### config.mk
export PLATFORM = sky130hd
export DESIGN_NAME = pbsc_host
export DESIGN_NICKNAME = d
export VERILOG_FILES = /design/src/pbsc_pkg.sv /design/src/pbsc_host.sv
export SDC_FILE = /design/constraint.sdc
export NUM_CORES = 1
export LEC_CHECK = 0
export BUFFER_PORTS_ARGS = -buffer_cell sky130_fd_sc_hd__clkbuf_2
export CORE_MARGIN = 4
export CORE_UTILIZATION = 25
export DETAILED_ROUTE_END_ITERATION = 10
export GPL_ROUTABILITY_DRIVEN = 1
export GPL_TIMING_DRIVEN = 0
export PLACE_DENSITY = 0.48
export SLEW_MARGIN = 20
export SYNTH_ARGS = -nofsm -noshare
export SYNTH_HDL_FRONTEND = slang
export SYNTH_SLANG_ARGS = --single-unit
### constraint.sdc
create_clock -name core_clk_i -period 3.4 [get_ports core_clk_i]
set_input_delay 0.51 -clock core_clk_i [delete_from_list [all_inputs] [get_ports core_clk_i]]
set_output_delay 0.51 -clock core_clk_i [all_outputs]
set_load 0.03 [all_outputs]
### src/pbsc_pkg.sv
// Constants, types and frame layout for the band-select calibration host
package pbsc_pkg;

  // Device register offsets
  localparam logic [4:0] ADDR_DEV_STATUS  = 5'h00;
  localparam logic [4:0] ADDR_BAND_SELECT = 5'h08;
  localparam logic [4:0] ADDR_LOOP_DIV    = 5'h09;
  localparam logic [4:0] ADDR_LOOP_BW     = 5'h0A;

  // Field positions
  localparam int LOCK_BIT  = 1;
  localparam int BAND_LSB  = 2;
  localparam int DIV1_LSB  = 5;
  localparam int DIV2_LSB  = 3;

  // Band codes and nominal loop settings
  localparam logic [5:0] BAND_AUTO    = 6'h3F;
  localparam logic [5:0] BAND_MAX     = 6'h3E;
  localparam logic [5:0] BAND_HI_BASE = 6'h20;
  localparam logic [4:0] LOOP_BW_NOM  = 5'h0F;
  localparam logic [1:0] VCO_DRV_NOM  = 2'h3;
  localparam logic [2:0] LOOP_BIAS_NOM = 3'h3;

  // Temperature breakpoints in degrees C
  localparam logic signed [7:0] TEMP_M30 = -8'sd30;
  localparam logic signed [7:0] TEMP_M10 = -8'sd10;
  localparam logic signed [7:0] TEMP_P15 = 8'sd15;
  localparam logic signed [7:0] TEMP_P55 = 8'sd55;

  // Timing
  localparam int CLK_KHZ      = 200000;
  localparam int LOCK_WAIT_MS = 5;
  localparam int LOCK_CYC     = LOCK_WAIT_MS * CLK_KHZ;
  localparam int SCLK_KHZ     = 10000;
  localparam int SCLK_HALF    = CLK_KHZ / (2 * SCLK_KHZ);
  localparam int FRAME_BITS   = 16;
  localparam int INSTR_BITS   = 8;

  typedef enum logic [1:0] {
    MODE_SENSE,
    MODE_FACTORY,
    MODE_RELOAD,
    MODE_FIXED
  } pbsc_mode_t;

  typedef enum logic [3:0] {
    S_IDLE,
    S_LBW,
    S_DIV,
    S_AUTO,
    S_POLL,
    S_RDBAND,
    S_FIX,
    S_DONE,
    S_FAIL
  } pbsc_state_t;

  // One serial frame: instruction byte then data byte, MSB first
  typedef struct packed {
    logic       rd;
    logic [1:0] pad;
    logic [4:0] addr;
    logic [7:0] data;
  } pbsc_frame_t;

endpackage
### src/pbsc_host.sv
// Host that runs band search, temperature correction and band reload
`timescale 1ns/1ps
`default_nettype none

module pbsc_host #(
  parameter int LOCK_CYC = pbsc_pkg::LOCK_CYC
) (
  // Clock and reset
  input  wire logic              core_clk_i,
  input  wire logic              rst_b_i,
  // User command
  input  wire logic              start_i,
  input  wire pbsc_pkg::pbsc_mode_t mode_i,
  input  wire logic signed [7:0] temp_i,
  input  wire logic [1:0]        first_loop_divider_i,
  input  wire logic [1:0]        second_loop_divider_i,
  input  wire logic [5:0]        band_i,
  // User status
  output logic                   busy_o,
  output logic                   done_o,
  output logic                   fail_o,
  output logic [5:0]             band_o,
  // Nonvolatile store
  output logic                   nvm_wr_o,
  output logic [5:0]             nvm_band_o,
  // Device pins
  input  wire logic              ref_ok_i,
  input  wire logic              lock_pin_i,
  output logic                   sclk_o,
  output logic                   csb_b_o,
  output logic                   sdio_o,
  output logic                   sdio_oe_o,
  input  wire logic              sdio_i
);

  pbsc_pkg::pbsc_state_t st_r;
  pbsc_pkg::pbsc_mode_t  mode_r;
  pbsc_pkg::pbsc_frame_t frame;
  logic [2:0]            sync1_r;
  logic [2:0]            sync2_r;
  logic                  lock_s;
  logic                  sdio_s;
  logic                  ref_s;
  logic signed [7:0]     temp_r;
  logic [1:0]            div1_r;
  logic [1:0]            div2_r;
  logic [5:0]            band_r;
  logic [3:0]            div_cnt_r;
  logic                  tick;
  logic                  xf_busy_r;
  logic                  xf_done_r;
  logic                  xf_rd_r;
  logic [15:0]           sh_r;
  logic [4:0]            bit_r;
  logic [7:0]            rx_r;
  logic                  sclk_r;
  logic                  csb_b_r;
  logic                  oe_r;
  logic                  xf_start;
  logic                  cmd_st;
  logic                  poll_lock;
  logic [31:0]           lock_cnt_r;
  logic                  busy_r;
  logic                  done_r;
  logic                  fail_r;
  logic [5:0]            band_out_r;
  logic                  nvm_wr_r;

  // Clamp a band so the automatic code is never written back
  function automatic logic [5:0] pbsc_clamp(input logic signed [8:0] v);
    if (v < 9'sd0)
      return 6'h00;
    else if (v > $signed({3'b000, pbsc_pkg::BAND_MAX}))
      return pbsc_pkg::BAND_MAX;
    else
      return v[5:0];
  endfunction
  function automatic logic [5:0] pbsc_correct(input logic [5:0] rb,
                                              input logic signed [7:0] t);
    logic signed [8:0] ofs;
    ofs = 9'sd0;
    if (t > pbsc_pkg::TEMP_P55)
      ofs = -9'sd1;
    else if (t >= pbsc_pkg::TEMP_P15)
      ofs = 9'sd0;
    else if (t >= pbsc_pkg::TEMP_M10)
      ofs = 9'sd1;
    else if (rb >= pbsc_pkg::BAND_HI_BASE && t < pbsc_pkg::TEMP_M30)
      ofs = 9'sd3;
    else
      ofs = 9'sd2;
    return pbsc_clamp($signed({3'b000, rb}) + ofs);
  endfunction

  // Pin synchronisers; only the second stage is read
  always_ff @(posedge core_clk_i or negedge rst_b_i) begin
    if (!rst_b_i) begin
      sync1_r <= 3'h0;
      sync2_r <= 3'h0;
    end else begin
      sync1_r <= {ref_ok_i, sdio_i, lock_pin_i};
      sync2_r <= sync1_r;
    end
  end
  assign lock_s = sync2_r[0];
  assign sdio_s = sync2_r[1];
  assign ref_s  = sync2_r[2];

  // Serial clock divider, free only while a frame is on the wire
  always_ff @(posedge core_clk_i or negedge rst_b_i) begin
    if (!rst_b_i)
      div_cnt_r <= 4'h0;
    else if (!xf_busy_r || tick)
      div_cnt_r <= 4'h0;
    else
      div_cnt_r <= div_cnt_r + 4'h1;
  end
  assign tick = xf_busy_r && (div_cnt_r == 4'(pbsc_pkg::SCLK_HALF - 1));
  assign cmd_st = (st_r == pbsc_pkg::S_LBW) || (st_r == pbsc_pkg::S_DIV) ||
                  (st_r == pbsc_pkg::S_AUTO) || (st_r == pbsc_pkg::S_POLL) ||
                  (st_r == pbsc_pkg::S_RDBAND) || (st_r == pbsc_pkg::S_FIX);
  assign xf_start = cmd_st && ref_s && !xf_busy_r && !xf_done_r &&
                    !(st_r == pbsc_pkg::S_POLL && lock_s);
  always_comb begin
    frame = '0;
    unique case (st_r)
      pbsc_pkg::S_LBW: begin
        frame.addr = pbsc_pkg::ADDR_LOOP_BW;
        frame.data = {3'b000, pbsc_pkg::LOOP_BW_NOM};
      end
      pbsc_pkg::S_DIV: begin
        frame.addr = pbsc_pkg::ADDR_LOOP_DIV;
        frame.data = {1'b0, div1_r, div2_r, pbsc_pkg::LOOP_BIAS_NOM};
      end
      pbsc_pkg::S_AUTO: begin
        frame.addr = pbsc_pkg::ADDR_BAND_SELECT;
        frame.data = {pbsc_pkg::BAND_AUTO, pbsc_pkg::VCO_DRV_NOM};
      end
      pbsc_pkg::S_POLL: begin
        frame.rd   = 1'b1;
        frame.addr = pbsc_pkg::ADDR_DEV_STATUS;
      end
      pbsc_pkg::S_RDBAND: begin
        frame.rd   = 1'b1;
        frame.addr = pbsc_pkg::ADDR_BAND_SELECT;
      end
      pbsc_pkg::S_FIX: begin
        frame.addr = pbsc_pkg::ADDR_BAND_SELECT;
        frame.data = {band_r, pbsc_pkg::VCO_DRV_NOM};
      end
      default: frame = '0;
    endcase
  end

  // Three-wire engine: launch on falling SCLK, sample on rising SCLK
  always_ff @(posedge core_clk_i or negedge rst_b_i) begin
    if (!rst_b_i) begin
      xf_busy_r <= 1'b0;
      xf_done_r <= 1'b0;
      xf_rd_r   <= 1'b0;
      sh_r      <= 16'h0000;
      bit_r     <= 5'h00;
      rx_r      <= 8'h00;
      sclk_r    <= 1'b0;
      csb_b_r   <= 1'b1;
      oe_r      <= 1'b0;
    end else begin
      xf_done_r <= 1'b0;
      if (xf_start) begin
        xf_busy_r <= 1'b1;
        xf_rd_r   <= frame.rd;
        sh_r      <= frame;
        bit_r     <= 5'h00;
        csb_b_r   <= 1'b0;
        oe_r      <= 1'b1;
      end else if (tick && !sclk_r) begin
        sclk_r <= 1'b1;
        rx_r   <= {rx_r[6:0], sdio_s};
      end else if (tick) begin
        sclk_r <= 1'b0;
        sh_r   <= {sh_r[14:0], 1'b0};
        bit_r  <= bit_r + 5'h01;
        // Release the line so the device can answer a read
        if (xf_rd_r && bit_r == 5'(pbsc_pkg::INSTR_BITS - 1))
          oe_r <= 1'b0;
        if (bit_r == 5'(pbsc_pkg::FRAME_BITS - 1)) begin
          xf_busy_r <= 1'b0;
          xf_done_r <= 1'b1;
          csb_b_r   <= 1'b1;
          oe_r      <= 1'b0;
        end
      end
    end
  end

  assign poll_lock = lock_s || (xf_done_r && rx_r[pbsc_pkg::LOCK_BIT]);
  // Lock wait timer
  always_ff @(posedge core_clk_i or negedge rst_b_i) begin
    if (!rst_b_i)
      lock_cnt_r <= 32'h0000_0000;
    else if (st_r != pbsc_pkg::S_POLL)
      lock_cnt_r <= 32'h0000_0000;
    else
      lock_cnt_r <= lock_cnt_r + 32'h0000_0001;
  end
  // Sequencer
  always_ff @(posedge core_clk_i or negedge rst_b_i) begin
    if (!rst_b_i) begin
      st_r   <= pbsc_pkg::S_IDLE;
      mode_r <= pbsc_pkg::MODE_SENSE;
      temp_r <= 8'sh00;
      div1_r <= 2'h0;
      div2_r <= 2'h0;
      band_r <= 6'h00;
    end else begin
      unique case (st_r)
        pbsc_pkg::S_IDLE, pbsc_pkg::S_DONE, pbsc_pkg::S_FAIL: begin
          // A new start waits for the line to go idle after an abort
          if (start_i && !xf_busy_r) begin
            st_r   <= pbsc_pkg::S_LBW;
            mode_r <= mode_i;
            temp_r <= temp_i;
            div1_r <= first_loop_divider_i;
            div2_r <= second_loop_divider_i;
            band_r <= pbsc_clamp($signed({3'b000, band_i}));
          end
        end
        pbsc_pkg::S_LBW:
          if (xf_done_r)
            st_r <= pbsc_pkg::S_DIV;
        pbsc_pkg::S_DIV:
          if (xf_done_r)
            st_r <= (mode_r == pbsc_pkg::MODE_RELOAD || mode_r == pbsc_pkg::MODE_FIXED) ?
                    pbsc_pkg::S_FIX : pbsc_pkg::S_AUTO;
        pbsc_pkg::S_AUTO:
          if (xf_done_r)
            st_r <= pbsc_pkg::S_POLL;
        pbsc_pkg::S_POLL:
          if (poll_lock && !xf_busy_r)
            st_r <= pbsc_pkg::S_RDBAND;
          else if (lock_cnt_r >= 32'(LOCK_CYC))
            st_r <= pbsc_pkg::S_FAIL;
        pbsc_pkg::S_RDBAND:
          if (xf_done_r) begin
            band_r <= pbsc_correct(rx_r[7:pbsc_pkg::BAND_LSB], temp_r);
            st_r   <= pbsc_pkg::S_FIX;
          end
        pbsc_pkg::S_FIX:
          if (xf_done_r)
            st_r <= pbsc_pkg::S_DONE;
        default:
          st_r <= pbsc_pkg::S_IDLE;
      endcase
      // Losing the reference makes any band result meaningless
      if (cmd_st && !ref_s)
        st_r <= pbsc_pkg::S_FAIL;
    end
  end

  // User-facing status
  always_ff @(posedge core_clk_i or negedge rst_b_i) begin
    if (!rst_b_i) begin
      busy_r     <= 1'b0;
      done_r     <= 1'b0;
      fail_r     <= 1'b0;
      band_out_r <= 6'h00;
      nvm_wr_r   <= 1'b0;
    end else begin
      busy_r   <= cmd_st;
      done_r   <= (st_r == pbsc_pkg::S_DONE);
      fail_r   <= (st_r == pbsc_pkg::S_FAIL);
      nvm_wr_r <= (st_r == pbsc_pkg::S_FIX) && xf_done_r &&
                  (mode_r == pbsc_pkg::MODE_FACTORY);
      if (st_r == pbsc_pkg::S_FIX && xf_done_r)
        band_out_r <= band_r;
    end
  end
  assign busy_o     = busy_r;
  assign done_o     = done_r;
  assign fail_o     = fail_r;
  assign band_o     = band_out_r;
  assign nvm_wr_o   = nvm_wr_r;
  assign nvm_band_o = band_out_r;
  assign sclk_o     = sclk_r;
  assign csb_b_o    = csb_b_r;
  assign sdio_o     = sh_r[15];
  assign sdio_oe_o  = oe_r;
  a_div_fields: assert property (@(posedge core_clk_i) disable iff (!rst_b_i)
    xf_start && st_r == pbsc_pkg::S_DIV |=> sh_r[6:5] == div1_r && sh_r[4:3] == div2_r)
    else $error("divider fields wrong in frame");
  a_nominal_bw: assert property (@(posedge core_clk_i) disable iff (!rst_b_i)
    xf_start && st_r == pbsc_pkg::S_LBW |=> sh_r[4:0] == pbsc_pkg::LOOP_BW_NOM)
    else $error("loop bandwidth not nominal");
  a_auto_code: assert property (@(posedge core_clk_i) disable iff (!rst_b_i)
    xf_start && st_r == pbsc_pkg::S_AUTO |=> sh_r[7:2] == pbsc_pkg::BAND_AUTO)
    else $error("auto band code not sent");
  a_lock_timeout: assert property (@(posedge core_clk_i) disable iff (!rst_b_i)
    st_r == pbsc_pkg::S_POLL && !poll_lock && ref_s && lock_cnt_r >= 32'(LOCK_CYC)
    |=> st_r == pbsc_pkg::S_FAIL ##1 fail_o)
    else $error("lock timeout not reported");
  a_no_auto_fix: assert property (@(posedge core_clk_i) disable iff (!rst_b_i)
    xf_start && st_r == pbsc_pkg::S_FIX |=> sh_r[7:2] != pbsc_pkg::BAND_AUTO)
    else $error("auto code written as fixed band");
  a_mild_keep: assert property (@(posedge core_clk_i) disable iff (!rst_b_i)
    st_r == pbsc_pkg::S_RDBAND && xf_done_r && temp_r >= pbsc_pkg::TEMP_P15 &&
    temp_r <= pbsc_pkg::TEMP_P55 && rx_r[7:2] != pbsc_pkg::BAND_AUTO
    |=> band_r == $past(rx_r[7:2]))
    else $error("mild temperature changed band");
  a_cold_high: assert property (@(posedge core_clk_i) disable iff (!rst_b_i)
    st_r == pbsc_pkg::S_RDBAND && xf_done_r && temp_r < pbsc_pkg::TEMP_M30 &&
    rx_r[7:2] >= pbsc_pkg::BAND_HI_BASE && rx_r[7:2] < 6'h3C
    |=> band_r == $past(rx_r[7:2]) + 6'h03)
    else $error("cold high band not raised by three");
  a_ref_abort: assert property (@(posedge core_clk_i) disable iff (!rst_b_i)
    cmd_st && !ref_s |=> st_r == pbsc_pkg::S_FAIL)
    else $error("reference loss not aborted");
  a_temp_latch: assert property (@(posedge core_clk_i) disable iff (!rst_b_i)
    st_r == pbsc_pkg::S_IDLE && start_i && !xf_busy_r |=> temp_r == $past(temp_i))
    else $error("temperature not captured");
  a_nvm_store: assert property (@(posedge core_clk_i) disable iff (!rst_b_i)
    st_r == pbsc_pkg::S_FIX && xf_done_r && mode_r == pbsc_pkg::MODE_FACTORY && ref_s
    |=> nvm_wr_o && nvm_band_o == band_r ##1 !nvm_wr_o)
    else $error("factory band not stored");
endmodule
`default_nettype wire

# Word level (Yosys, flattened, before mapping)
# Cells that the tools add are included.
# W data, S select, Z words.
[classes]
n_eq_ne = 25
muxes = 53
magnitude_cmp = 9
n_bitwise = 1
n_reduce_logical = 45
n_addsub = 4
[ops]
columns = ["op", "count"]
rows = [
  ["$mux W16", 3],
  ["$mux W4", 10],
  ["$add A32 B1 Y32 const B", 1],
  ["$ge A32 B20 Y1 const B", 1],
  ["$mux W32", 1],
  ["$pmux W8 S4", 1],
  ["$mux W6", 5],
  ["$pmux W4 S7", 1],
  ["$mux W9", 3],
  ["$mux W1", 21],
  ["$eq A4 B3 Y1 const B", 4],
  ["$ge A8 B5 Y1 const B", 2],
  ["$logic_and A1 B1 Y1", 15],
  ["$mux W5", 3],
  ["$ne A3 B2 Y1 const B", 4],
  ["$pmux W4 S3", 1],
  ["$pmux W6 S2", 1],
  ["$add A7 B9 Y9", 1],
  ["$gt A9 B7 Y1 const B", 1],
  ["$lt A9 B1 Y1 const B", 1],
  ["$reduce_and A3 Y1", 3],
  ["$eq A4 B2 Y1 const B", 2],
  ["$eq A4 B4 Y1 const B", 2],
  ["$gt A8 B7 Y1 const B", 1],
  ["26 further kinds", 49],
]
[word_totals]
inputBits = 26
regBits = 111
output_inout_bits = 20

# Depth between registers and ports, before layout
# Gate-level depths: netlist of the first run.
[logic_depth]
word_depth = 14
mapped_depth = 12

# Worst setup path before layout of the first run
# No wires, ideal clock.
[synth_path]
path_kind = "register -> register"
start = "reg temp_r[5]"
end = "reg band_r[0]"
t_arrival_ns = 2.545
path_stages_with_launch = 10
setup_ns = 0.135
synth_period_minus_slack_ns = 2.680
setup_slack_ns = 0.720
path_buffers = 0
cell_sequence = "dfrtp_1 > a31oi_1 > nor2_1 > a221o_1 > ha_1 > inv_1 > fa_1 > or3b_2 > o41ai_1 > a211oi_1"
[synth_between]
elab_chain_len = 14
elab_cells_between_ends = 18
classes_between = "add/sub: 1; order compare: 6; mux: 10; reduce/logical: 1"
[synth_lines]
columns = ["element", "line_no", "text"]
rows = [
  ["start, declared", "pbsc_host.sv:44", "logic signed [7:0] temp_r;"],
  ["start signal, assigned", "pbsc_host.sv:222", "temp_r <= temp_i;"],
  ["$lt A8 B6 Y1", "pbsc_host.sv:88", "else if (rb >= pbsc_pkg::BAND_HI_BASE && t < pbsc_pkg::TEMP_M30)"],
  ["$logic_and A1 B1 Y1", "pbsc_host.sv:88", ""],
  ["$mux W1", "pbsc_host.sv:88", ""],
  ["$mux W2", "pbsc_host.sv:86", "else if (t >= pbsc_pkg::TEMP_M10)"],
  ["$mux W2", "pbsc_host.sv:84", "else if (t >= pbsc_pkg::TEMP_P15)"],
  ["$mux W9 *", "pbsc_host.sv:82", "if (t > pbsc_pkg::TEMP_P55)"],
  ["$mux W9 *", "pbsc_host.sv:244", "if (xf_done_r) begin"],
  ["$mux W9 *", "pbsc_host.sv:216", "unique case (st_r)"],
  ["$add A7 B9 Y9 *", "pbsc_host.sv:92", "return pbsc_clamp($signed({3'b000, rb}) + ofs);"],
  ["$gt A9 B7 Y1", "pbsc_host.sv:73", "else if (v > $signed({3'b000, pbsc_pkg::BAND_MAX}))"],
  ["$mux W6", "pbsc_host.sv:73", ""],
  ["$mux W6 *", "pbsc_host.sv:71", "if (v < 9'sd0)"],
  ["$mux W6 *", "pbsc_host.sv:244", ""],
  ["$pmux W6 S2 *", "pbsc_host.sv:216", ""],
  ["end signal, assigned", "pbsc_host.sv:225", "band_r <= pbsc_clamp($signed({3'b000, band_i}));"],
  ["end signal, assigned", "pbsc_host.sv:245", "band_r <= pbsc_correct(rx_r[7:pbsc_pkg::BAND_LSB], temp_r);"],
  ["end, declared", "pbsc_host.sv:47", "logic [5:0] band_r;"],
]
# Mark *: on every way between the ends. The rest lies on a longest branch, timed or not. The select of a mux whose other input is x is not followed.
# A chain may end at the register's enable or synchronous reset.

# Final worst setup path of the first run
[layout_path]
start = "reg temp_r[5]"
end = "reg band_r[2]"
# The elaborated chain is that of the path after synthesis.

==> results of run 1 <==
## final timing paths
path | start | to | slack (ns) | cells after the start
setup / recovery | temp_r[5] | band_r[2] | 0.34 | 9
setup reg to reg | temp_r[5] | band_r[2] | 0.34 | 9
hold reg to reg | sync1_r[1] | sync2_r[1] | 0.35 | 0
max in group asynchronous | rst_b_i | lock_cnt_r[24] | 2.66 | 2
hold / removal | rst_b_i | sh_r[4] | 0.06 | 1
min in group core_clk_i | sdio_i | sync1_r[1] | 0.25 | 1
## layout by cell type (no fill, tap or decap), types with 13 or more instances in the layout
master and n:
clkbuf_2 44, a21oi_1 22, dfrtp_1 110, clkbuf_1 18
nor2_1 57, inv_1 18, nor4_1 13, xnor2_1 16
nand3_1 21, nand2_1 101, xor2_1 15, o21ai_0 29
ha_1 13, mux2_2 13
## worst max-delay path: stages, from the launching register on
cell,delay (ns)
dfrtp_1,0.42
a31oi_1,0.42
nor2_2,0.17
a221o_1,0.33
ha_1,0.21
a211o_1,0.31
a2111oi_2,0.43
nor2_1,0.14
o21a_1,0.25
a221oi_1,0.29
## timing repair
item	4_1_cts	5_1_grt
resized for setup	0	1
buffers inserted	0	0
setup endpoints to repair	0	2
## area by class of cell
cell class                      count  area share, %
Multi-Input combinational cell    444           41.2
Inverter                           18           1.02
Clock buffer                       10           3.45
Sequential cell                   111           41.9
Timing Repair Buffer               46           3.94
Tap cell                          285           5.38
Clock inverter                      6           1.04
Buffer                             29           2.06
## cell families after synthesis
family,after synthesis,synth area share (%)
DFF,111,48.6
muxes,23,4.31
and+or+nand+nor,277,23.7
buffers and inverters,47,3.57
adders and majority gates,14,3.20
AOI/OAI and AO/OA,99,11.8
xor gates and xnor gates,31,4.75
## registers in the layout, summed over array words and instances (netlist names), 2 cells and up
signal,count
st_r,4
div1_r,2
lock_cnt_r,32
bit_r,5
div_cnt_r,4
band_o,6
mode_r,2
div2_r,2
band_r,6
sh_r,16
rx_r,8
temp_r,8
sync1_r,3
sync2_r,3
## power by group through the flow
stage	combinational [mW]	sequential [mW]	clock [mW]
global route	1.47	1.87	1.17
CTS	1.31	1.82	1.12
floorplan	0.913	1.81	0
detailed placement	1.30	1.85	0
global placement	1.30	1.85	0
finish	1.30	1.82	1.08
## per-layer routing
layer | part of all wire, % | vias up | track usage [%] | routed length (µm)
li1 | - | 2223 | - | -
met1 | 51 | 2164 | 16.1 | 6950
met2 | 45 | 67 | 16.5 | 6180
met3 | 2.9 | 11 | 2.20 | 404
met4 | 1.2 | 0 | 3.71 | 162
met5 | 0 | - | 0 | 0
## stage by stage
| stage | utilization [%] | instance area [µm²] | hold slack, ns | worst slack, ns |
|---|---|---|---|---|
| floorplan | - | 5720 | 0.214 | 0.720 |
| global placement | 27.9 | 6300 | 0.340 | 0.0406 |
| detailed placement | 28.1 | 6330 | 0.339 | 0.303 |
| CTS | 29.4 | 6630 | 0.0682 | 0.289 |
| global route | 29.4 | 6630 | 0.0837 | 0.0974 |
| finish | 29.4 | 6630 | 0.0642 | 0.337 |
==> results.sh, run 1 <==
export IMPL_drive_above_1_share_pct=14.9
export IMPL_end_kind="register"
export IMPL_grt_pass1_vias=4345
export IMPL_initial_utilization_pct=25.3
export IMPL_die_area_um2=25300
export IMPL_postCtsHoldBufs=0
export IMPL_ff_latch_area_um2=2780
export IMPL_clockBufferDepth=2
export IMPL_setup_viol=0
export IMPL_area_growth_pct=16.1
export IMPL_seq_area_frac_synth_pct=48.6
export IMPL_cts_clk_slew_worst_paths_ns=0.08
export IMPL_htree_levels=3
export IMPL_p_int_mw=2.65
export IMPL_vias_per_cell=4.70
export IMPL_synth_distinct_cells=65
export IMPL_synth_common_cells="dfrtp_1, nand2_1, nor2_1"
export IMPL_netSwitchingFraction_pct=36.9
export IMPL_nets=699
export IMPL_pwr_share_seq_pct=43.4
export IMPL_tightest_slew_ns=0.815
export IMPL_hold_viol_final=0
export IMPL_fin_total_pwr_mw=4.20
export IMPL_final_min_clock_period_ns=3.06
export IMPL_p_clk_share_pct=25.6
export IMPL_grt_max_degree=75
export IMPL_track_usage_pct=11.1
export IMPL_fill_cells=2422
export IMPL_antenna_cells=0
export IMPL_vias=4465
export IMPL_die_height_um=159
export IMPL_worstSkewPairLatency_ns=0.37
export IMPL_arrival_ns=3.33
export IMPL_clock_skew_ns=0.0145
export IMPL_drc_errors=0
export IMPL_multiInputGateArea_um2=2740
export IMPL_die_x_um=159
export IMPL_core_um2=22600
export IMPL_dp_cells=933
export IMPL_pwr_share_comb_pct=31.0
export IMPL_grt_pass1_wl_mm=23.4
export IMPL_synth_fp_nets=642
export IMPL_gr_total_overflow=0
export IMPL_fmax_ghz=0.326
export IMPL_hp_class="in -> async"
export IMPL_cts_tree="yes"
export IMPL_crit_type="reg -> reg"
export IMPL_synth_edf_count=0
export IMPL_critPathRequiredTime_ns=3.67
export IMPL_yosys_cell_count_top_type="dfrtp_1"
export IMPL_critPathLaunchType="register"
export IMPL_drv_slew=0
export IMPL_setup_tns_ns=0
export IMPL_fin_cells=949
export IMPL_synth_top_cells_by_area="dfrtp_1, nand2_1, nor2_1"
export IMPL_cellPowerDensity_nw_per_um2=634
export IMPL_p_switching_mw=1.55
export IMPL_synth_cells=602
export IMPL_post_synth_top_area_cell="dfrtp_1"
export IMPL_drt_iter0_markers=260
export IMPL_antenna_found_initial=0
export IMPL_drtPass1Iterations=4
export IMPL_synth_top_cell_area_share_pct=48.2
export IMPL_power_leakage_nw=2.87
export IMPL_synth_area_um2=5720
export IMPL_num_rows=55
export IMPL_wire_per_inst_um=14.4
export IMPL_async_flop_share_pct=100
export IMPL_dpl_hpwl_mm=9.91
export IMPL_port_buffers=45
export IMPL_ys_warn_count=0
export IMPL_crit_fanout=7
export IMPL_ioPinCount=46
export IMPL_cts_root_buf="clkbuf_16"
export IMPL_synth_area_per_cell_um2=9.49
export IMPL_clock_sinks=111
export IMPL_gp_congestion=0.837
export IMPL_post_route_period_util_pct=90.1
export IMPL_drtAntennaViolNets=0
export IMPL_synthFlopType="dfrtp_1"
export IMPL_outcome="finished, final reports clean"
export IMPL_finalWirelength_mm=13.7
export IMPL_maxCapViolations=0
export IMPL_cts_buffers=9
export IMPL_ys_ff_latch=111
export IMPL_slew_headroom_pct=45.2
export IMPL_ir_worst_vdd_v=0.000277
export IMPL_rsz0062_at_grt="false"
No activity file was read; power rests on OpenSTA's default activity.
==> run 2: changes to the inputs <==
==> constraint.sdc (replaced) <==
create_clock -name core_clk_i -period 2.9 [get_ports core_clk_i]
set_input_delay 0.435 -clock core_clk_i [delete_from_list [all_inputs] [get_ports core_clk_i]]
set_output_delay 0.435 -clock core_clk_i [all_outputs]
set_load 0.03 [all_outputs]
==> run 2 against run 1 <==
  * First-iteration DRC count is 16% lower
  * Core utilization is 0.70 points higher
  * Via count hardly changed
  * Highest routed layer unchanged
  * Sequential share of layout area is 0.89 points lower
  * Critical path depth is 2 higher
  * Setup slack worse by 0.22 ns
  * Clock power is 17% higher
  * Flip-flop and latch count stayed put
  * Die area stayed put
==> results.sh, run 2 (synthesis results as in run 1) <==
export IMPL_outcome="finished, final reports clean"
export IMPL_end_kind="register"
export IMPL_cts_clk_slew_worst_paths_ns=0.08
export IMPL_cellPowerDensity_nw_per_um2=746
export IMPL_clock_sinks=111
export IMPL_max_stage_delay_ns=0.46
export IMPL_worst_path_max_delay_cell="or3b_2"
export IMPL_port_buffers=45
export IMPL_r2r_start="temp_r[4]"
export IMPL_largest_reg_flops=32
export IMPL_initial_utilization_pct=25.3
export IMPL_endpoint="band_r[0]"
export IMPL_largestRegisters="lock_cnt_r x32, sh_r x16"
export IMPL_final_core_util_pct=30.1
export IMPL_setup_viol=0
export IMPL_area_growth_pct=18.8
export IMPL_power_leakage_nw=2.91
export IMPL_hold_viol_final=0
export IMPL_path_cells="nor4_2 > o21ai_1 > o21ai_1 > a221o_1 > ha_2 > inv_1 > fa_2 > xor2_1 > or3b_2 > o41ai_2 > a211oi_1"
export IMPL_arrival_ns=3.02
export IMPL_drive_above_1_share_pct=18.7
export IMPL_mostFrequentLayoutCells="dfrtp_1, nand2_1, nor2_1"
export IMPL_gr_total_overflow=0
export IMPL_worstSkewPairLatency_ns=0.36
export IMPL_grt_max_degree=75
export IMPL_htree_levels=3
export IMPL_cp_startpoint="temp_r[4]"
export IMPL_drc_errors=0
export IMPL_fin_cells=954
export IMPL_crit_top_cell="o21ai_1"
export IMPL_largest_register="lock_cnt_r"
export IMPL_cts_root_buf="clkbuf_16"
export IMPL_r2r_cells=11
export IMPL_cts_tree="yes"
export IMPL_gp_congestion=0.837
export IMPL_vias_per_cell=4.68
export IMPL_final_min_clock_period_ns=2.78
export IMPL_final_common_cell="dfrtp_1"
export IMPL_vias=4468
export IMPL_maxCapViolations=0
export IMPL_crit_type="reg -> reg"
export IMPL_cts_buffers=9
export IMPL_crit_fanout=5
export IMPL_dp_cells=933
export IMPL_ir_worst_vdd_v=0.000325
export IMPL_die_area_um2=25300
export IMPL_track_usage_pct=11.1
export IMPL_core_um2=22600
export IMPL_nets=704
export IMPL_fmax_ghz=0.360
export IMPL_tightest_slew_ns=0.815
export IMPL_hp_class="in -> reg"
export IMPL_dpl_hpwl_mm=9.91
export IMPL_finalWirelength_mm=13.9
export IMPL_critPathRequiredTime_ns=3.14
export IMPL_reg2reg_to="band_r[0]"
export IMPL_drv_slew=0
export IMPL_antenna_found_initial=0
export IMPL_num_rows=55
export IMPL_drtAntennaViolNets=0
export IMPL_grt_pass1_vias=4357
export IMPL_drtPass1Iterations=4
export IMPL_critPathLaunchType="register"
export IMPL_die_x_um=159
export IMPL_antenna_cells=0
export IMPL_post_route_period_util_pct=95.9
export IMPL_clock_skew_ns=0.0146
export IMPL_reg2reg_slack_ns=0.12
export IMPL_wire_per_inst_um=14.6
export IMPL_grt_pass1_wl_mm=23.5
export IMPL_slew_headroom_pct=45.2
export IMPL_ioPinCount=46
export IMPL_clockBufferDepth=2
export IMPL_die_height_um=159
export IMPL_drt_iter0_markers=219
run 2: cell types whose count changed in the layout (fill, tap and decap cells not counted), sizes merged:
cell / before / now
buf: 13 / 17
dlygate4sd3: 0 / 1
run 2: worst min-delay path by stage:
stage / startpoint / endpoint / slack, ns / cells after the start
after floorplan: rst_b_i / band_o[0] / 0.14 / 0
after global placement: sync1_r[1] / sync2_r[1] / 0.34 / 0
after detailed placement: sync1_r[1] / sync2_r[1] / 0.34 / 0
after CTS: sdio_i / sync1_r[1] / 0.16 / 1
after global routing: sdio_i / sync1_r[1] / 0.16 / 1
final: sdio_i / sync1_r[1] / 0.18 / 1
run 2: stage by stage:
stage | cell area [µm²] | setup TNS [ns] | power (mW) | worst slack (ns) | hold slack [ns]
global route | 6790 | -0.332 | 5.43 | -0.0723 | 0.161
global placement | 6300 | -41.70 | 3.69 | -0.384 | 0.340
finish | 6790 | 0 | 5.07 | 0.119 | 0.179
CTS | 6670 | 0 | 5.01 | 0.0156 | 0.161
floorplan | 5720 | 0 | 3.20 | 0.220 | 0.139
detailed placement | 6330 | -0.885 | 3.69 | -0.197 | 0.339
run 2: layout make-up:
class / instances / area (µm²)
clock inverters: 6 / 68.8
clock buffers: 10 / 229
multi-input cells: 444 / 2840
well taps: 285 / 357
flip-flops and latches: 111 / 2790
repair buffers: 52 / 309
plain buffers: 28 / 133
inverters: 18 / 67.6
fillers: 2405 / 15800
run 2: critical path, delay by kind of cell (launching register included):
| kind | cells | cell delay, ns |
|---|---|---|
| AND/OR/NAND/NOR | 2 | 0.73 |
| AO/OA/AOI/OAI | 5 | 0.71 |
| adder cells (fa/ha/maj) | 2 | 0.54 |
| flip-flops | 1 | 0.45 |
| XOR/XNOR | 1 | 0.19 |
| buffers and inverters | 1 | 0.05 |
run 2: what timing repair did:
action	4_1_cts	5_1_grt
pin swaps	1	6
gates resized for setup	7	22
hold buffers	1	0
endpoints found under the hold margin	36	0
setup endpoints to repair	6	6
setup buffers	0	5
run 2: power breakdown:
| group | internal, mW | switching [mW] | total (mW) |
|---|---|---|---|
| combinational | 0.643 | 0.982 | 1.63 |
| clock | 0.675 | 0.581 | 1.26 |
| sequential | 1.86 | 0.323 | 2.19 |
| total | 3.18 | 1.89 | 5.07 |
run 2: per-layer routing:
metal  vias up  part of all wire (%)  global-route usage [%]
met5         -                     0                       0
met4         0                   1.5                    3.71
met3        16                   2.7                    2.20
met2        56                    45                    16.7
met1      2165                    51                    16.1
li1       2231                     -                       -
==> run 3: changes to the inputs <==
--- a/config.mk
+++ b/config.mk
@@ -5,13 +5,16 @@
 export SDC_FILE = /design/constraint.sdc
 export NUM_CORES = 1
 export LEC_CHECK = 0
+export ABC_AREA = 1
 export BUFFER_PORTS_ARGS = -buffer_cell sky130_fd_sc_hd__clkbuf_2
+export CELL_PAD_IN_SITES_DETAIL_PLACEMENT = 0
+export CELL_PAD_IN_SITES_GLOBAL_PLACEMENT = 1
 export CORE_MARGIN = 4
 export CORE_UTILIZATION = 25
 export DETAILED_ROUTE_END_ITERATION = 10
 export GPL_ROUTABILITY_DRIVEN = 1
 export GPL_TIMING_DRIVEN = 0
-export PLACE_DENSITY = 0.48
+export PLACE_DENSITY = 0.57
 export SLEW_MARGIN = 20
 export SYNTH_ARGS = -nofsm -noshare
 export SYNTH_HDL_FRONTEND = slang
==> run 3 against run 2 <==
  * Die area rose by 2.1%
  * Highest routed layer unchanged
  * Synthesized area rose by 2.3%
  * Largest cell class is now sequential cells
  * Core utilization fell by 0.094 points
  * Critical path depth rose by 6
  * Non-clock buffer count fell by 14
  * Maximum frequency rose by 7.1%
==> results.sh, run 3 <==
export IMPL_ys_ff_latch=111
export IMPL_mostFrequentLayoutCells="nand2_1, dfrtp_1, inv_1"
export IMPL_largestRegisters="lock_cnt_r x32, sh_r x16"
export IMPL_fin_total_pwr_mw=5.47
export IMPL_grt_pass1_vias=4913
export IMPL_synthFlopType="dfrtp_1"
export IMPL_cts_clk_slew_worst_paths_ns=0.08
export IMPL_pwr_share_comb_pct=35.7
export IMPL_crit_type="reg -> reg"
export IMPL_met3_length_um=424
export IMPL_highest_layer="met4"
export IMPL_reg2reg_to="band_r[1]"
export IMPL_yosys_cell_count_top_type="nand2_1"
export IMPL_synth_top_cell_area_share_pct=47.1
export IMPL_async_flop_share_pct=100
export IMPL_ioPinCount=46
export IMPL_tightest_slew_ns=0.581
export IMPL_dp_cells=1078
export IMPL_ir_worst_vdd_v=0.000300
export IMPL_vias=4731
export IMPL_gr_total_overflow=0
export IMPL_netSwitchingFraction_pct=39.0
export IMPL_critPathRequiredTime_ns=3.19
export IMPL_routed_wl_met2_mm=6.84
export IMPL_min_path_cells=1
export IMPL_synth_fp_nets=759
export IMPL_holdPathEnd="sync1_r[1]"
export IMPL_worstSkewPairLatency_ns=0.36
export IMPL_p_int_mw=3.33
export IMPL_initial_utilization_pct=25.6
export IMPL_r2r_cells=17
export IMPL_vias_per_cell=4.32
export IMPL_whs_ns=0.181
export IMPL_nets=818
export IMPL_wire_per_inst_um=13.8
export IMPL_clock_sinks=111
export IMPL_crit_top_cell="nand2_1"
export IMPL_die_x_um=161
export IMPL_clockBufferDepth=2
export IMPL_synth_cells=719
export IMPL_arrival_ns=2.88
export IMPL_core_um2=22800
export IMPL_synth_distinct_cells=45
export IMPL_slew_headroom_pct=60.9
export IMPL_ys_warn_count=0
export IMPL_p_switching_mw=2.13
export IMPL_cts_root_buf="clkbuf_16"
export IMPL_antenna_cells=0
export IMPL_post_synth_top_area_cell="dfrtp_1"
export IMPL_grt_max_degree=78
export IMPL_cellPowerDensity_nw_per_um2=797
export IMPL_setup_viol=0
export IMPL_drt_iter0_markers=296
export IMPL_maxCapViolations=0
export IMPL_power_leakage_nw=3.20
export IMPL_htree_levels=3
export IMPL_num_rows=55
export IMPL_met1_length_mm=7.65
export IMPL_reg2reg_slack_ns=0.30
export IMPL_hold_start="sdio_i"
export IMPL_clock_skew_ns=0.0119
export IMPL_seq_area_frac_synth_pct=47.5
export IMPL_synth_top_cells_by_area="dfrtp_1, nand2_1, inv_1"
export IMPL_hold_viol_final=0
export IMPL_worst_slack_ns=0.304
export IMPL_drtAntennaViolNets=0
export IMPL_synth_area_per_cell_um2=8.13
export IMPL_drtPass1Iterations=4
export IMPL_pwr_share_seq_pct=39.8
export IMPL_fin_cells=1096
export IMPL_worst_path_max_delay_cell="fa_1"
export IMPL_antenna_found_initial=0
export IMPL_largest_reg_flops=32
export IMPL_synth_area_um2=5840
export IMPL_end_kind="register"
export IMPL_crit_fanout=5
export IMPL_dpl_hpwl_mm=11.4
export IMPL_hp_class="in -> reg"
export IMPL_drive_above_1_share_pct=16.5
export IMPL_synth_common_cells="nand2_1, dfrtp_1, inv_1"
export IMPL_drc_errors=0
export IMPL_critPathLaunchType="register"
export IMPL_r2r_start="temp_r[3]"
export IMPL_synth_edf_count=0
export IMPL_final_common_cell="nand2_1"
export IMPL_die_height_um=161
export IMPL_finalWirelength_mm=15.1
export IMPL_max_stage_delay_ns=0.47
export IMPL_path_cells="inv_1 > nand2_1 > o311ai_2 > a21oi_1 > o21ai_1 > ha_1 > inv_1 > fa_1 > inv_1 > nand2_1 > nor2_1 > nand3_1 > nor2_1 > nand2_1 > nand4_1 > nand2_1 > a21oi_1"
export IMPL_largest_register="lock_cnt_r"
export IMPL_outcome="finished, final reports clean"
export IMPL_post_route_period_util_pct=89.5
export IMPL_port_buffers=45
export IMPL_grt_pass1_wl_mm=25.5
export IMPL_fmax_ghz=0.385
export IMPL_die_area_um2=25900
export IMPL_p_clk_share_pct=24.5
export IMPL_track_usage_pct=12.1
export IMPL_final_min_clock_period_ns=2.60
export IMPL_cts_tree="yes"
export IMPL_drv_slew=0
export IMPL_cts_buffers=9
export IMPL_area_growth_pct=17.3
export IMPL_pre_cts_slack_ns=-0.109
export IMPL_gp_congestion=0.763
## run 3: cell types whose count changed after synthesis, sizes merged, moves of 11 or more
cell / before / now
inv: 18 / 100
nand2: 102 / 176
nor2: 58 / 82
nand3: 21 / 39
nor3: 11 / 29
a21oi: 22 / 39
clkbuf: 17 / 1
o21ai: 29 / 43
xnor2: 16 / 2
nand4: 10 / 21
## run 3: cell type report
cell class,instances,area (µm²)
clock inverters,5,63.8
fillers,2542,16000
plain buffers,18,128
clock buffers,11,253
flip-flops and latches,111,2780
inverters,100,380
multi-input cells,490,2580
well taps,313,392
repair buffers,48,279
## run 3: power groups by stage
stage               Sequential [mW]  Clock [mW]  Combinational [mW]
global route                   2.23        1.44                2.27
finish                         2.17        1.34                1.95
floorplan                      2.19           0                1.42
CTS                            2.17        1.38                1.97
detailed placement             2.20           0                1.95
global placement               2.19           0                1.96
## run 3: worst max-delay path, delay by kind of cell (launching register included)
family | cells | cell delay (ns)
AND/OR/NAND/NOR | 8 | 0.63
flip-flops | 1 | 0.39
buffers and inverters | 3 | 0.22
AO/OA/AOI/OAI | 4 | 0.62
adder cells (fa/ha/maj) | 2 | 0.66
## run 3: stage by stage
step / utilization [%] / instance area, µm² / TNS (ns)
after floorplan: - / 5840 / 0
after global placement: 28.3 / 6460 / -55.45
after detailed placement: 28.4 / 6500 / -0.487
after CTS: 29.9 / 6830 / 0
after global routing: 30.0 / 6850 / -0.00785
final: 30.0 / 6850 / 0
## run 3: how the worst max path moves through the flow
stage          startpoint         to  cells past startpoint
2_1_floorplan   temp_r[5]  band_r[2]                     16
3_3_place_gp      rst_b_i   bit_r[2]                      1
3_5_place_dp    temp_r[5]  band_r[4]                     12
4_1_cts         temp_r[3]  band_r[2]                     13
5_1_grt         temp_r[3]  band_r[3]                     17
6_report        temp_r[3]  band_r[1]                     17
## run 3: cell families (layout without fill, tap and decap cells)
group           count (synthesis)  after routing  synth area share (%)
compound gates                103            103                  9.93
xor+xnor                       12             12                  1.80
fa+ha+maj                      14             14                  3.13
buf+inv                       118            182                  8.69
flops                         111            111                  47.5
mux                             3              3                 0.578
simple gates                  358            358                  28.3
## run 3: routing by layer
layer | vias to the layer above | global-route usage [%]
met3 | 15 | 2.08
li1 | 2470 | -
met4 | 0 | 3.45
met5 | - | 0
met1 | 2188 | 17.0
met2 | 58 | 19.3
## run 3: timing repair
action,CTS,global route
pin swaps,0,1
cloned,0,0
resized for setup,1,5
buffers inserted,0,1
hold buffers,1,0
endpoints found under the setup margin,6,6
endpoints found under the hold margin,14,0
